==> src/design/nested_vectored_irq_controller_pkg.sv <==
// Package for the nested vectored interrupt controller: register map, field layout,
// reset values and the shared carrier types.
// Assumes a 32-bit byte-addressed register port with word accesses on the private peripheral bus.
package nested_vectored_irq_controller_pkg;
    localparam int NESTED_VECTORED_IRQ_CONTROLLER_NUM_IRQ = 32;
    localparam logic [31:0] NESTED_VECTORED_IRQ_CONTROLLER_ADDR_ENABLE_SET = 32'he000e100;
    localparam logic [31:0] NESTED_VECTORED_IRQ_CONTROLLER_ADDR_ENABLE_CLEAR = 32'he000e180;
    localparam logic [31:0] NESTED_VECTORED_IRQ_CONTROLLER_ADDR_PENDING_SET = 32'he000e200;
    localparam logic [31:0] NESTED_VECTORED_IRQ_CONTROLLER_ADDR_PENDING_CLEAR = 32'he000e280;
    localparam logic [31:0] NESTED_VECTORED_IRQ_CONTROLLER_ADDR_PRIORITY_BASE = 32'he000e400;
    localparam logic [31:0] NESTED_VECTORED_IRQ_CONTROLLER_ADDR_PRIORITY_LAST = 32'he000e41c;
    localparam logic [31:0] NESTED_VECTORED_IRQ_CONTROLLER_RST_ENABLE = 32'h00000000;
    localparam logic [31:0] NESTED_VECTORED_IRQ_CONTROLLER_RST_PENDING = 32'h00000000;
    localparam logic [31:0] NESTED_VECTORED_IRQ_CONTROLLER_RST_PRIORITY = 32'h00000000;
    // The two implemented priority bits sit at the top of each byte lane.
    localparam int NESTED_VECTORED_IRQ_CONTROLLER_PRIO_LSB = 6;
    localparam int NESTED_VECTORED_IRQ_CONTROLLER_PRIO_W = 2;
    localparam logic [2:0] NESTED_VECTORED_IRQ_CONTROLLER_NO_ACTIVE_LEVEL = 3'h4;
    localparam logic [1:0] NESTED_VECTORED_IRQ_CONTROLLER_PRIO_LOWEST = 2'h3;

    typedef enum logic [1:0] {
        NESTED_VECTORED_IRQ_CONTROLLER_ST_THREAD = 2'b00,
        NESTED_VECTORED_IRQ_CONTROLLER_ST_STACK = 2'b01,
        NESTED_VECTORED_IRQ_CONTROLLER_ST_HANDLER = 2'b11,
        NESTED_VECTORED_IRQ_CONTROLLER_ST_UNSTACK = 2'b10
    } nested_vectored_irq_controller_state_e;

    typedef struct packed {
        logic wr;
        logic rd;
        logic [31:0] addr;
        logic [31:0] wdata;
    } nested_vectored_irq_controller_reg_req_s;

    typedef struct packed {
        logic take_valid;
        logic take_nmi;
        logic [4:0] take_irq;
    } nested_vectored_irq_controller_take_s;
endpackage : nested_vectored_irq_controller_pkg

==> src/design/nested_vectored_irq_controller_prio_select.sv <==
// Priority arbiter: picks the most urgent pending and enabled interrupt.
// Assumes priority levels are already unpacked, two bits per line.
`timescale 1ns/1ps
`default_nettype none
module nested_vectored_irq_controller_prio_select
    import nested_vectored_irq_controller_pkg::*;
(
    input wire logic [31:0] cand, // Pending and enabled lines.
    input wire logic [63:0] prio, // Two-bit level per line.
    output logic found, // A candidate exists.
    output logic [4:0] best_irq, // Winning line number.
    output logic [1:0] best_prio // Winning level.
);
    always_comb begin
        found = 1'b0;
        best_irq = 5'h00;
        best_prio = NESTED_VECTORED_IRQ_CONTROLLER_PRIO_LOWEST;
        // Strict less-than keeps the lowest line number on a tie.
        for (int i = 0; i < NESTED_VECTORED_IRQ_CONTROLLER_NUM_IRQ; i++) begin
            if (cand[i] && (!found || prio[2*i +: 2] < best_prio)) begin
                found = 1'b1;
                best_irq = 5'(i);
                best_prio = prio[2*i +: 2];
            end
        end
    end
endmodule : nested_vectored_irq_controller_prio_select
`default_nettype wire

==> src/design/nested_vectored_irq_controller_core.sv <==
// Nested vectored interrupt controller top: registers, pending capture,
// selection (non-maskable first, then by priority, lowest line on a tie) in thread or at handler return, and core entry/exit sequencing.
// Assumes the core's private bus gives single-cycle word accesses and
// that the core reports the end of stacking, handler return and unstacking.
//
// Function
// - Thirty-two maskable interrupt inputs, enable bit n belongs to interrupt n.
// - Each interrupt has priority 0, 64, 128 or 192.
// - Larger priority number is less urgent; zero is most urgent.
// - Level or pulse requests are both latched as pending.
// - One non-maskable input that the enable bits cannot block.
// - State is stacked by hardware on exception entry.
// - State is unstacked by hardware on exception exit.
// - Set-enable writes of one enable, zero ignored; read shows enables.
// - Pending and enabled lines are chosen by priority, lowest line number on a tie, in thread or at handler return.
// - Disabled lines still go pending but are never activated.
// - Clear-enable writes of one disable; read shows enables.
`timescale 1ns/1ps
`default_nettype none
module nested_vectored_irq_controller_core
    import nested_vectored_irq_controller_pkg::*;
(
    input wire logic clk_sys, // Core clock, 125 MHz.
    input wire logic sys_rst, // Synchronous reset, active high.
    input wire nested_vectored_irq_controller_reg_req_s reg_req, // Register access from the core.
    output logic [31:0] reg_rdata, // Read data, valid the cycle after rd.
    input wire logic [31:0] irq_in, // Peripheral requests, level or pulse.
    input wire logic nmi_in, // External non-maskable request.
    output nested_vectored_irq_controller_take_s take, // Exception to enter, valid during stacking.
    output logic stack_req, // Hardware stacking in progress.
    output logic unstack_req, // Hardware unstacking in progress.
    output logic tail_chain, // Pulse: next handler entered without unstacking.
    input wire logic stack_done, // Core finished stacking.
    input wire logic handler_ret, // Pulse: handler returned.
    input wire logic unstack_done, // Core finished unstacking.
    output logic [2:0] exec_level // Current execution level, 4 means thread.
);
    logic [31:0] enable, next_enable;
    logic [31:0] pending, next_pending;
    logic [63:0] prio, next_prio;
    logic [31:0] irq_prev, next_irq_prev;
    logic nmi_prev, next_nmi_prev;
    logic nmi_pend, next_nmi_pend;
    logic [31:0] next_rdata;
    nested_vectored_irq_controller_state_e state, next_state;
    nested_vectored_irq_controller_take_s next_take;
    logic next_tail_chain;
    logic [31:0] irq_rise;
    logic found;
    logic [4:0] best_irq;
    logic [1:0] best_prio;
    logic [2:0] next_exec_level;
    logic [2:0] prio_idx;

    assign irq_rise = irq_in & ~irq_prev;
    // Word k of the priority block holds lines 4k to 4k+3, one per byte lane.
    assign prio_idx = reg_req.addr[4:2];

    // Only lines that are both pending and enabled reach the arbiter.
    nested_vectored_irq_controller_prio_select u_sel (
        .cand(pending & enable),
        .prio(prio),
        .found(found),
        .best_irq(best_irq),
        .best_prio(best_prio)
    );

    // Edge history for pulse capture and for the non-maskable request.
    always_comb begin
        next_irq_prev = irq_in;
        next_nmi_prev = nmi_in;
    end

    always_ff @(posedge clk_sys) begin
        if (sys_rst) begin
            irq_prev <= 32'h00000000;
            nmi_prev <= 1'b0;
        end else begin
            irq_prev <= next_irq_prev;
            nmi_prev <= next_nmi_prev;
        end
    end

    // Read data stands for one cycle and then falls back to zero.
    always_comb begin
        next_rdata = 32'h00000000;
        if (reg_req.rd) begin
            case (reg_req.addr)
                NESTED_VECTORED_IRQ_CONTROLLER_ADDR_ENABLE_SET, NESTED_VECTORED_IRQ_CONTROLLER_ADDR_ENABLE_CLEAR: next_rdata = enable;
                NESTED_VECTORED_IRQ_CONTROLLER_ADDR_PENDING_SET, NESTED_VECTORED_IRQ_CONTROLLER_ADDR_PENDING_CLEAR: next_rdata = pending;
                default: begin
                    if (reg_req.addr >= NESTED_VECTORED_IRQ_CONTROLLER_ADDR_PRIORITY_BASE &&
                        reg_req.addr <= NESTED_VECTORED_IRQ_CONTROLLER_ADDR_PRIORITY_LAST &&
                        reg_req.addr[1:0] == 2'h0) begin
                        for (int b = 0; b < 4; b++) begin
                            next_rdata[b*8 + NESTED_VECTORED_IRQ_CONTROLLER_PRIO_LSB +: NESTED_VECTORED_IRQ_CONTROLLER_PRIO_W] =
                                prio[(prio_idx * 4 + b) * 2 +: 2];
                        end
                    end
                end
            endcase
        end
    end

    always_ff @(posedge clk_sys) begin
        if (sys_rst) begin
            reg_rdata <= 32'h00000000;
        end else begin
            reg_rdata <= next_rdata;
        end
    end

    always_comb begin
        next_enable = enable;
        next_pending = pending;
        next_prio = prio;
        next_nmi_pend = nmi_pend | (nmi_in & ~nmi_prev);
        if (reg_req.wr) begin
            case (reg_req.addr)
                NESTED_VECTORED_IRQ_CONTROLLER_ADDR_ENABLE_SET: next_enable = enable | reg_req.wdata;
                NESTED_VECTORED_IRQ_CONTROLLER_ADDR_ENABLE_CLEAR: next_enable = enable & ~reg_req.wdata;
                NESTED_VECTORED_IRQ_CONTROLLER_ADDR_PENDING_SET: next_pending = pending | reg_req.wdata;
                NESTED_VECTORED_IRQ_CONTROLLER_ADDR_PENDING_CLEAR: next_pending = pending & ~reg_req.wdata;
                default: begin
                    if (reg_req.addr >= NESTED_VECTORED_IRQ_CONTROLLER_ADDR_PRIORITY_BASE &&
                        reg_req.addr <= NESTED_VECTORED_IRQ_CONTROLLER_ADDR_PRIORITY_LAST &&
                        reg_req.addr[1:0] == 2'h0) begin
                        for (int b = 0; b < 4; b++) begin
                            next_prio[(prio_idx * 4 + b) * 2 +: 2] =
                                reg_req.wdata[b*8 + NESTED_VECTORED_IRQ_CONTROLLER_PRIO_LSB +: NESTED_VECTORED_IRQ_CONTROLLER_PRIO_W];
                        end
                    end
                end
            endcase
        end
        // Hardware events are applied after software clears so a set wins.
        next_pending = next_pending | irq_in | irq_rise;
        // Arbitration runs only in thread and at handler return, so no handler is preempted.
        next_state = state;
        next_take = take;
        next_tail_chain = 1'b0;
        next_exec_level = exec_level;
        case (state)
            NESTED_VECTORED_IRQ_CONTROLLER_ST_THREAD: begin
                if (nmi_pend) begin
                    next_take = '{take_valid: 1'b1, take_nmi: 1'b1, take_irq: 5'h00};
                    // An edge arriving as the request is taken stays pending.
                    next_nmi_pend = nmi_in & ~nmi_prev;
                    next_state = NESTED_VECTORED_IRQ_CONTROLLER_ST_STACK;
                end else if (found) begin
                    next_take = '{take_valid: 1'b1, take_nmi: 1'b0, take_irq: best_irq};
                    next_pending[best_irq] = 1'b0;
                    next_exec_level = {1'b0, best_prio};
                    next_state = NESTED_VECTORED_IRQ_CONTROLLER_ST_STACK;
                end
            end
            NESTED_VECTORED_IRQ_CONTROLLER_ST_STACK: begin
                if (stack_done) begin
                    next_state = NESTED_VECTORED_IRQ_CONTROLLER_ST_HANDLER;
                end
            end
            NESTED_VECTORED_IRQ_CONTROLLER_ST_HANDLER: begin
                if (handler_ret) begin
                    if (nmi_pend) begin
                        next_take = '{take_valid: 1'b1, take_nmi: 1'b1, take_irq: 5'h00};
                        next_nmi_pend = nmi_in & ~nmi_prev;
                        next_tail_chain = 1'b1;
                    end else if (found) begin
                        next_take = '{take_valid: 1'b1, take_nmi: 1'b0, take_irq: best_irq};
                        next_pending[best_irq] = 1'b0;
                        next_exec_level = {1'b0, best_prio};
                        next_tail_chain = 1'b1;
                    end else begin
                        next_take = '{take_valid: 1'b0, take_nmi: 1'b0, take_irq: 5'h00};
                        next_state = NESTED_VECTORED_IRQ_CONTROLLER_ST_UNSTACK;
                    end
                end
            end
            NESTED_VECTORED_IRQ_CONTROLLER_ST_UNSTACK: begin
                if (unstack_done) begin
                    next_exec_level = NESTED_VECTORED_IRQ_CONTROLLER_NO_ACTIVE_LEVEL;
                    next_state = NESTED_VECTORED_IRQ_CONTROLLER_ST_THREAD;
                end
            end
            default: next_state = NESTED_VECTORED_IRQ_CONTROLLER_ST_THREAD;
        endcase
        // A line still asserted keeps pending after being taken, as a level must.
        if (next_take.take_valid && !next_take.take_nmi && state != NESTED_VECTORED_IRQ_CONTROLLER_ST_STACK &&
            (state == NESTED_VECTORED_IRQ_CONTROLLER_ST_THREAD || handler_ret)) begin
            next_pending[next_take.take_irq] = irq_in[next_take.take_irq];
        end
    end

    always_ff @(posedge clk_sys) begin
        if (sys_rst) begin
            enable <= NESTED_VECTORED_IRQ_CONTROLLER_RST_ENABLE;
            pending <= NESTED_VECTORED_IRQ_CONTROLLER_RST_PENDING;
            prio <= {2{NESTED_VECTORED_IRQ_CONTROLLER_RST_PRIORITY}};
            nmi_pend <= 1'b0;
            state <= NESTED_VECTORED_IRQ_CONTROLLER_ST_THREAD;
            take <= '0;
            tail_chain <= 1'b0;
            exec_level <= NESTED_VECTORED_IRQ_CONTROLLER_NO_ACTIVE_LEVEL;
        end else begin
            enable <= next_enable;
            pending <= next_pending;
            prio <= next_prio;
            nmi_pend <= next_nmi_pend;
            state <= next_state;
            take <= next_take;
            tail_chain <= next_tail_chain;
            exec_level <= next_exec_level;
        end
    end

    // Both requests decode the state register, so they change only at a clock edge.
    assign stack_req = (state == NESTED_VECTORED_IRQ_CONTROLLER_ST_STACK);
    assign unstack_req = (state == NESTED_VECTORED_IRQ_CONTROLLER_ST_UNSTACK);
endmodule : nested_vectored_irq_controller_core
`default_nettype wire

==> config.mk <==
export PLATFORM = sky130hd
export DESIGN_NAME = nested_vectored_irq_controller_core
export DESIGN_NICKNAME = d
export VERILOG_FILES = /design/src/design/nested_vectored_irq_controller_pkg.sv /design/src/design/nested_vectored_irq_controller_prio_select.sv /design/src/design/nested_vectored_irq_controller_core.sv
export SDC_FILE = /design/constraint.sdc
export NUM_CORES = 1
export LEC_CHECK = 0
export ABC_AREA = 1
export ABC_CLOCK_PERIOD_IN_PS = 46200
export BUFFER_PORTS_ARGS = -buffer_cell sky130_fd_sc_hd__buf_4
export CORE_MARGIN = 4
export CORE_UTILIZATION = 41
export DETAILED_ROUTE_END_ITERATION = 12
export PLACE_DENSITY = 0.59
export SYNTH_ARGS = -nofsm -noshare
export SYNTH_HDL_FRONTEND = slang
export SYNTH_SLANG_ARGS = --single-unit
==> constraint.sdc <==
create_clock -name clk_sys -period 46.2 [get_ports clk_sys]
set_input_delay 2.31 -clock clk_sys [delete_from_list [all_inputs] [get_ports clk_sys]]
set_output_delay 2.31 -clock clk_sys [all_outputs]
set_load 0.1 [all_outputs]
# Yosys cells after proc, flatten, opt, wreduce, memory -nomap -nowiden
# Index checks and enable logic that the tools add are counted.
# op_classes
n_eq_ne	14
add_sub_neg	7
n_shift	12
n_bitwise	19
muxes	150
n_lt_le_gt_ge	37
n_reduce_logical	115
# op_table
operator	n
$bwmux W64	4
$shift A2 B34 Y64 const A	4
$shiftx A2 B34 Y64	4
$pmux W32 S2	3
$shiftx A64 B33 Y2	3
$and A32 B32 Y32	5
$mux W32	5
$eq A32 B32 Y1 const B	4
$or A32 B32 Y32	4
$neg A7 Y34	3
$not A32 Y32	3
$mux W2	45
$mux W5	16
$shiftx A64 B7 Y2	1
$lt A2 B2 Y1	31
$pmux W6 S2	4
$mux W1	40
$logic_and A1 B1 Y1	38
$mux W7	5
$neg A6 Y34	1
$bwmux W32	1
$ge A32 B32 Y1 const B	1
$le A32 B32 Y1 const B	1
$logic_not A1 Y1	32
31 further kinds	96
# totals
out_inout_bits	45
register_bits	207

# Longest topological paths before layout
# Gate-level depths: netlist of the first run.
# depth
word_depth	138
depth_mapped	203
mapped_depth_nobuf	201

# Modules after synthesis
# A second synthesis of the first run with hierarchy kept.
# hier_totals
cells_unflattened	2414
area_unflattened_um2	13760.7
# by_module_without_submodules
module	seq_area_each_um2	cells_per_inst	n_inst	area_per_inst_um2
nested_vectored_irq_controller_core	3503.4	1790	1	11044.3
nested_vectored_irq_controller_prio_select	0.0	624	1	2716.4

# Worst setup path before layout of the first run
# No wires, ideal clock.
# synth_timing
kind	register to register
from	reg pending[0]
to	reg pending[16]
t_required_ns	46.091
synth_period_minus_slack_ns	14.641
setup_slack_ns	31.559
n_path_buf	2
stages_incl_launch_ff	200
arrival_ns	14.532
cell_sequence	dfxtp_1 > nand2_2 > inv_1 > nand3_1 > nand3_1 > nand2_1 > nand2_1 > nand2_1 > nand2_2 > nand2_2 > nand2_1 > nand2_1 > nor2_1 > nand2_1 > nand2_2 > nand2_2 > nand2_1 > nand2_1 > (+164 left out) > nand2_2 > nand2_4 > nand2_2 > nand2_1 > nand2_2 > nand2_4 > buf_4 > nand3_1 > nand2_1 > nand2_1 > nand2_1 > nand2_1 > nand2_2 > nor2_4 > buf_6 > nand3_1 > nand2_1 > inv_1
# synth_via
elab_chain_len	138
elab_cells_between_ends	249
classes_between	order compare (35); mux (112); bitwise (3); reduce/logical (99)
# synth_lines
element	line	rtl
from (decl)	nested_vectored_irq_controller_core.sv:39	logic [31:0] pending, next_pending;
from (signal assigned)	nested_vectored_irq_controller_core.sv:206	pending <= next_pending;
$and A32 B32 Y32 (*)	nested_vectored_irq_controller_core.sv:61	.cand(pending & enable),
$mux W2 or $mux W1 (tied branches)	nested_vectored_irq_controller_prio_select.sv:20	if (cand[i] && (!found || prio[2*i +: 2] < best_prio)) begin
$lt A2 B2 Y1 or $logic_not A1 Y1 (tied branches)	nested_vectored_irq_controller_prio_select.sv:20	
$logic_or A1 B1 Y1	nested_vectored_irq_controller_prio_select.sv:20	
$logic_and A1 B1 Y1	nested_vectored_irq_controller_prio_select.sv:20	
$mux W2 or $mux W1 (tied branches)	nested_vectored_irq_controller_prio_select.sv:20	
$lt A2 B2 Y1 or $logic_not A1 Y1 (tied branches)	nested_vectored_irq_controller_prio_select.sv:20	
$logic_or A1 B1 Y1	nested_vectored_irq_controller_prio_select.sv:20	
(+122 left out)	n/a	
$not A32 Y32 (no line)	n/a	
$and A32 B32 Y32 (no line)	n/a	
$mux W32	nested_vectored_irq_controller_core.sv:150, nested_vectored_irq_controller_core.sv:168	
$mux W32	nested_vectored_irq_controller_core.sv:145	if (nmi_pend) begin
$mux W32	nested_vectored_irq_controller_core.sv:163	if (handler_ret) begin
$pmux W32 S2	nested_vectored_irq_controller_core.sv:143	case (state)
$bwmux W32	nested_vectored_irq_controller_core.sv:190	next_pending[next_take.take_irq] = irq_in[next_take.take_irq];
$mux W32 (*)	nested_vectored_irq_controller_core.sv:188	if (next_take.take_valid && !next_take.take_nmi && state != NESTED_VECTORED_IRQ_CONTROLLER_ST_STACK &&
# Every way passes the cells marked *; elsewhere a longest branch is shown, timed or not. The select of a mux whose other input is x is not followed.
# A chain may end at the register's enable or synchronous reset.

# Final worst setup path of the first run
# layout_timing
from	reg pending[0]
to	reg pending[2]
# Same word-level chain as after synthesis.

==> flow_summary.yaml, run 1 <==
global_route:
  grt_pass1_vias: 13900
  grt_max_degree: 70
  antenna_found_initial: 0
  grt_use_total_pct: 28.6
  grt_overflow: 0
  grt_pass1_wl_mm: 76.6
die:
  die_w_um: 186
  io_pins: 149
  core_area_um2: 30900
  initial_core_util_pct: 42.0
  die_h_um: 186
  num_rows: 64
  die_area_um2: 34500
sta:
  hold_viol: 0
  clock_skew_ns: 0.0160
  period_minus_slack_ns: 17.93
  slew_viol_final: 0
  rsz0062_at_grt: "false"
  timing.slew.headroom_pct: 26.6
  max_freq_mhz: 55.8
  setup_violations: 0
  worst_pin_slew_ns: 1.09
  timing.setup.tns_ns: 0
  finalCritPeriodShare_pct: 38.8
  holdWs_ns: 0.472
placed_design:
  hpwl_mm: 38.8
  gp_congestion: 0.971
  placed_area_um2: 14300
  port_buffers: 148
synth:
  postSynth.topFlopCell: "dfxtp_1"
  synthAdderAreaFrac_pct: 1.25
  netlist_instances: 2254
  synth-compound-area-share_pct: 19.5
  synth.net_count: 2371
  yosysWarnings: 0
  synth_area_leaders: "dfxtp_1 27%, nand2_1 15%, inv_1 12%"
  synth_mux_area_share_pct: 0
  synthArstFlopShare_pct: 0
  synthXorXnorAreaFrac_pct: 0
  ys_types: 43
  netlist.area_leader.share_pct: 27.0
  ys_seq_elements: 175
  ys_seq_area_share_pct: 27.0
  yosysTopAreaCell: "dfxtp_1"
  synth_area_um2: 13000
  synth.cells.most_frequent: "530 x nand2_1, 415 x inv_1, 280 x nor2_1"
  synth_top_family_by_area: "simple AND/OR/NAND/NOR gates"
  post-synth-top-count-cell: "nand2_1"
  syn_area_per_cell_um2: 5.75
  yosys.area_share.simple_pct: 37.1
  synth_edf_count: 0
critical_path:
  crit_fanout: 32
  worst-path-stages: 197
  crit_buf_inv: 3
  critical-path-top-delay-family: "simple AND/OR/NAND/NOR gates"
  crit_path_end_kind: "register"
  arrival_ns: 18.30
  cp-start-kind: "register"
  critical_path.most_common_cell: "nand2_1"
  critPathKind: "register to register"
  cp.required_ns: 46.56
  slowest_stage: "nor2_4"
  max_stage_delay_ns: 0.62
  reg2reg_depth: 197
cells_and_area:
  drive_gt1_share_pct: 11.7
  area_growth_pct: 14.6
  fin_area_um2: 14900
  nets: 2467
  n_antenna_cell: 0
detailed_routing:
  first_iter_violations: 1304
  wl_mm: 50.4
  ant_nets: 0
  vias: 14900
  drc: 0
  vias_per_cell: 5.41
  wire_per_inst_um: 18.3
  dr.pass1.iters: 5
cts:
  postCtsResizedCells: 0
  cts_buffer_depth: 2
  clkTransAtPathRegs_ns: 0.08
  ctsHoldBuffers: 0
  clock-sinks: 175
  insertion_delay_ns: 0.46
  h-tree-depth: 4
  post_cts_buffers: 0
  cts_made_buffers: 17
  cts_tree: "done"
  cts-root-buf: "clkbuf_16"
power_and_ir_drop:
  powerDensity_nw_per_um2: 29.8
  ir_drop_mv: 0.0324
  p_leak_uw: 0.00780
  design_power_total_uw: 442
min_path:
  whs_path_depth: 2
  hold_class: "register to register"
outcome:
  status: "complete, no violations"
job:
  drv_cap: 0
==> kinds of logic (layout without fill, tap and decap cells) <==
| kind of cell | Yosys count | count (layout) |
|---|---|---|
| AO/OA/AOI/OAI | 428 | 428 |
| flip-flops | 175 | 175 |
| adder cells (fa/ha/maj) | 13 | 13 |
| buffers and inverters | 503 | 612 |
| AND/OR/NAND/NOR | 1135 | 1135 |
==> worst min-delay path: cells and delay by family (launching register included) <==
kind | cells | cell delay, ns
compound gates | 1 | 0.05
simple gates | 1 | 0.06
flops | 1 | 0.32
==> layer usage <==
layer	part of all wire, %	GRT usage (%)	vias to the layer above
met5	0	0	-
met4	3.9	11.6	0
met3	7.1	4.96	102
met2	46	46.2	571
met1	43	38.0	6829
li1	-	-	7411
==> where the power goes <==
part	switching (uW)	internal (uW)
clock	73.5	77.8
sequential	8.69	163
combinational	82.3	36.9
total	164	278
==> cells in the final DEF (no fill, tap or decap), drive strengths merged, types with 2 or more instances in the layout <==
| cell type | netlist | layout |
|---|---|---|
| nand2 | 601 | 601 |
| inv | 421 | 428 |
| nor2 | 283 | 283 |
| nand3 | 204 | 204 |
| dfxtp | 175 | 175 |
| buf | 14 | 156 |
| o21ai | 149 | 149 |
| a21oi | 118 | 118 |
| a211oi | 67 | 67 |
| a31oi | 29 | 29 |
| o22ai | 27 | 27 |
| nor3 | 21 | 21 |
| clkbuf | 65 | 19 |
| ha | 13 | 13 |
| nand4 | 11 | 11 |
| nor4 | 11 | 11 |
| o211ai | 10 | 10 |
| a221oi | 7 | 7 |
| a22oi | 7 | 7 |
| clkinv | 3 | 6 |
| o311a | 5 | 5 |
| o31ai | 2 | 2 |
| o221a | 2 | 2 |
| clkinvlp | 0 | 2 |
==> worst paths after layout <==
kind / slack (ns) / startpoint / end
setup / recovery: 28.27 / pending[0]$_SDFF_PP0_ / pending[2]$_SDFF_PP0_
hold / removal: 0.47 / exec_level[1]$_SDFFE_PP0P_ / exec_level[1]$_SDFFE_PP0P_
setup reg to reg: 28.27 / pending[0]$_SDFF_PP0_ / pending[2]$_SDFF_PP0_
hold reg to reg: 0.47 / exec_level[1]$_SDFFE_PP0P_ / exec_level[1]$_SDFFE_PP0P_
==> per-stage QoR <==
step | instances | utilization (%) | worst slack, ns
after floorplan | 2254 | - | 31.56
after global placement | 2727 | 46.2 | 29.28
after detailed placement | 2727 | 46.2 | 28.57
after CTS | 2759 | 48.1 | 28.48
after global routing | 2759 | 48.1 | 25.44
final | 2759 | 48.1 | 28.27
==> area by class of cell <==
class	instances	area, um^2
clock buffers	19	443
well taps	396	495
repair buffers	156	1170
multi-input cells	1576	7520
inverters	424	1590
fillers	3405	16000
flip-flops and latches	175	3500
clock inverters	13	141
No activity file was read; power rests on OpenSTA's default activity.
==> inputs of run 2 (changes only) <==
Settings changed: ABC_CLOCK_PERIOD_IN_PS 46200 to 17700.
Clock period 46.2 ns to 17.7 ns, I/O delays scaled along.
==> run 2 against run 1 <==
Clock-buffer cell count grew 1. Worst hold slack improved by 0.0013 ns. Critical path depth rose by 4. Core utilization up 5.7 points. Setup slack worse by 28 ns. First-iteration DRC count increased by 24%. Combinational power increased to 2.8 times the previous value. Sequential power increased to 2.6 times the previous value. Non-clock buffer count grew 76. Via count grew 6.1%. Global-route usage increased by 0.22 points. Sequential cell count did not move. Critical path type unchanged.
==> flow_summary.yaml, run 2 (synthesis results as in run 1) <==
sta:
  timing.slew.headroom_pct: 21.5
  rsz0062_at_grt: "true"
  setup_violations: 0
  hold_viol: 0
  finalCritPeriodShare_pct: 97.7
  setup_ws_ns: 0.405
  period_minus_slack_ns: 17.30
  timing.setup.tns_ns: 0
  slew_viol_final: 0
  worst_pin_slew_ns: 1.17
  max_freq_mhz: 57.8
  clock_skew_ns: 0.0147
cts:
  clock-sinks: 175
  cts_buffer_depth: 2
  ctsHoldBuffers: 0
  cts-root-buf: "clkbuf_16"
  clkTransAtPathRegs_ns: 0.08
  cts_tree: "done"
  h-tree-depth: 4
  insertion_delay_ns: 0.46
  cts_made_buffers: 17
min_path:
  whs_path_depth: 2
  holdPathEnd: "exec_level[1]$_SDFFE_PP0P_"
  hold_start: "exec_level[1]$_SDFFE_PP0P_"
  hold_class: "register to register"
global_route:
  grt_use_total_pct: 28.9
  grt_overflow: 0
  grt_pass1_wl_mm: 77.8
  antenna_found_initial: 1
  grt_pass1_vias: 14000
  grt_max_degree: 70
power_and_ir_drop:
  power.switching_uw: 448
  power_frac_comb_pct: 27.9
  ir_drop_mv: 0.0963
  p_int_uw: 750
  p_sw_share_pct: 37.4
  p_leak_uw: 0.00842
  pwr-share-seq_pct: 37.5
  pwr-share-clk_pct: 34.6
  powerDensity_nw_per_um2: 72.1
detailed_routing:
  vias_per_cell: 5.57
  dr.pass1.iters: 6
  wl_mm: 54.5
  ant_nets: 0
  vias: 15800
  drc: 0
  first_iter_violations: 1611
  wire_per_inst_um: 19.2
critical_path:
  arrival_ns: 17.66
  crit_fanout: 8
  crit_buf_inv: 5
  rrSetupSlack_ns: 0.40
  crit_path_end_kind: "register"
  critPathKind: "register to register"
  reg2reg_depth: 201
  rr_endpoint: "pending[19]$_SDFF_PP0_"
  cp-start-kind: "register"
  critical_path.most_common_cell: "nand2_2"
  slowest_stage: "dfxtp_2"
  cp.required_ns: 18.06
  critical-path-top-delay-family: "simple AND/OR/NAND/NOR gates"
  max_stage_delay_ns: 0.38
cells_and_area:
  area_growth_pct: 28.1
  layout_commonest_cell: "nand2_1"
  multi_input_area_um2: 8520
  nFillCells: 3166
  drive_gt1_share_pct: 23.5
  seq_area_um2: 3510
  final_cell_mix: "422 x nand2_1, 403 x inv_1, 250 x nor2_1, 220 x buf_4, 169 x dfxtp_1"
  n_antenna_cell: 0
  nets: 2549
die:
  core_area_um2: 30900
  die_h_um: 186
  num_rows: 64
  die_area_um2: 34500
  initial_core_util_pct: 42.0
  die_w_um: 186
  io_pins: 149
placed_design:
  gp_congestion: 0.989
  dpl_worst_slack_ns: 0.0316
  port_buffers: 148
  hpwl_mm: 38.9
outcome:
  status: "complete, no violations"
job:
  drv_cap: 0
## run 2: cell types whose count changed in the layout (fill, tap and decap cells not counted), sizes merged, moves of 2 or more
| cell | before | now |
|---|---|---|
| buf | 156 | 229 |
| clkbuf | 19 | 23 |
| nand2 | 601 | 605 |
| nor2 | 283 | 285 |
## run 2: cell type report
cell class | instances | area share (%)
Sequential cell | 175 | 21.1
Inverter | 424 | 9.61
Tap cell | 396 | 2.98
Clock inverter | 12 | 0.971
Clock buffer | 20 | 2.75
Multi-Input combinational cell | 1582 | 51.3
Timing Repair Buffer | 232 | 11.3
## run 2: what timing repair did
action | 4_1_cts | 5_1_grt
pin swaps | 2 | 132
hold endpoints to repair | 0 | 0
resized for setup | 2 | 279
setup endpoints to repair | 9 | 39
setup buffers | 0 | 73
gates cloned | 2 | 7
## run 2: worst min-delay path, delay by kind of cell, from the launching register on
family	cells	cell delay [ns]
AOI/OAI and AO/OA	1	0.05
DFF	1	0.32
and+or+nand+nor	1	0.06
## run 2: through the flow
step	area (um^2)	hold slack [ns]	total power (uW)	utilization, %	std cells
global route	16600	0.502	1250	53.8	2841
finish	16600	0.473	1200	53.8	2841
CTS	14900	0.479	1170	48.3	2761
detailed placement	14300	0.466	761	46.2	2727
floorplan	13000	0.454	671	-	2254
global placement	14300	0.463	760	46.2	2727
## run 2: power by group through the flow
stage	clock network, uW	logic, uW	registers, uW
6_report	415	334	450
3_3_place_gp	0	304	456
2_1_floorplan	0	197	474
4_1_cts	418	306	448
3_5_place_dp	0	305	457
5_1_grt	434	364	453
## run 2: metal layers
layer / global-route usage (%) / routed length, um
met5: 0 / 20
met2: 47.0 / 25500
met4: 10.8 / 2440
met1: 38.7 / 22700
met3: 4.44 / 3830
## run 2: worst max path at each step
stage / startpoint / endpoint / cells past startpoint
2_1_floorplan: pending[0]$_SDFF_PP0_ / pending[16]$_SDFF_PP0_ / 199
3_3_place_gp: pending[0]$_SDFF_PP0_ / pending[2]$_SDFF_PP0_ / 197
3_5_place_dp: pending[0]$_SDFF_PP0_ / pending[2]$_SDFF_PP0_ / 197
4_1_cts: pending[0]$_SDFF_PP0_ / pending[29]$_SDFF_PP0_ / 197
5_1_grt: register / pending[26]$_SDFF_PP0_ / 200
6_report: register / pending[19]$_SDFF_PP0_ / 201
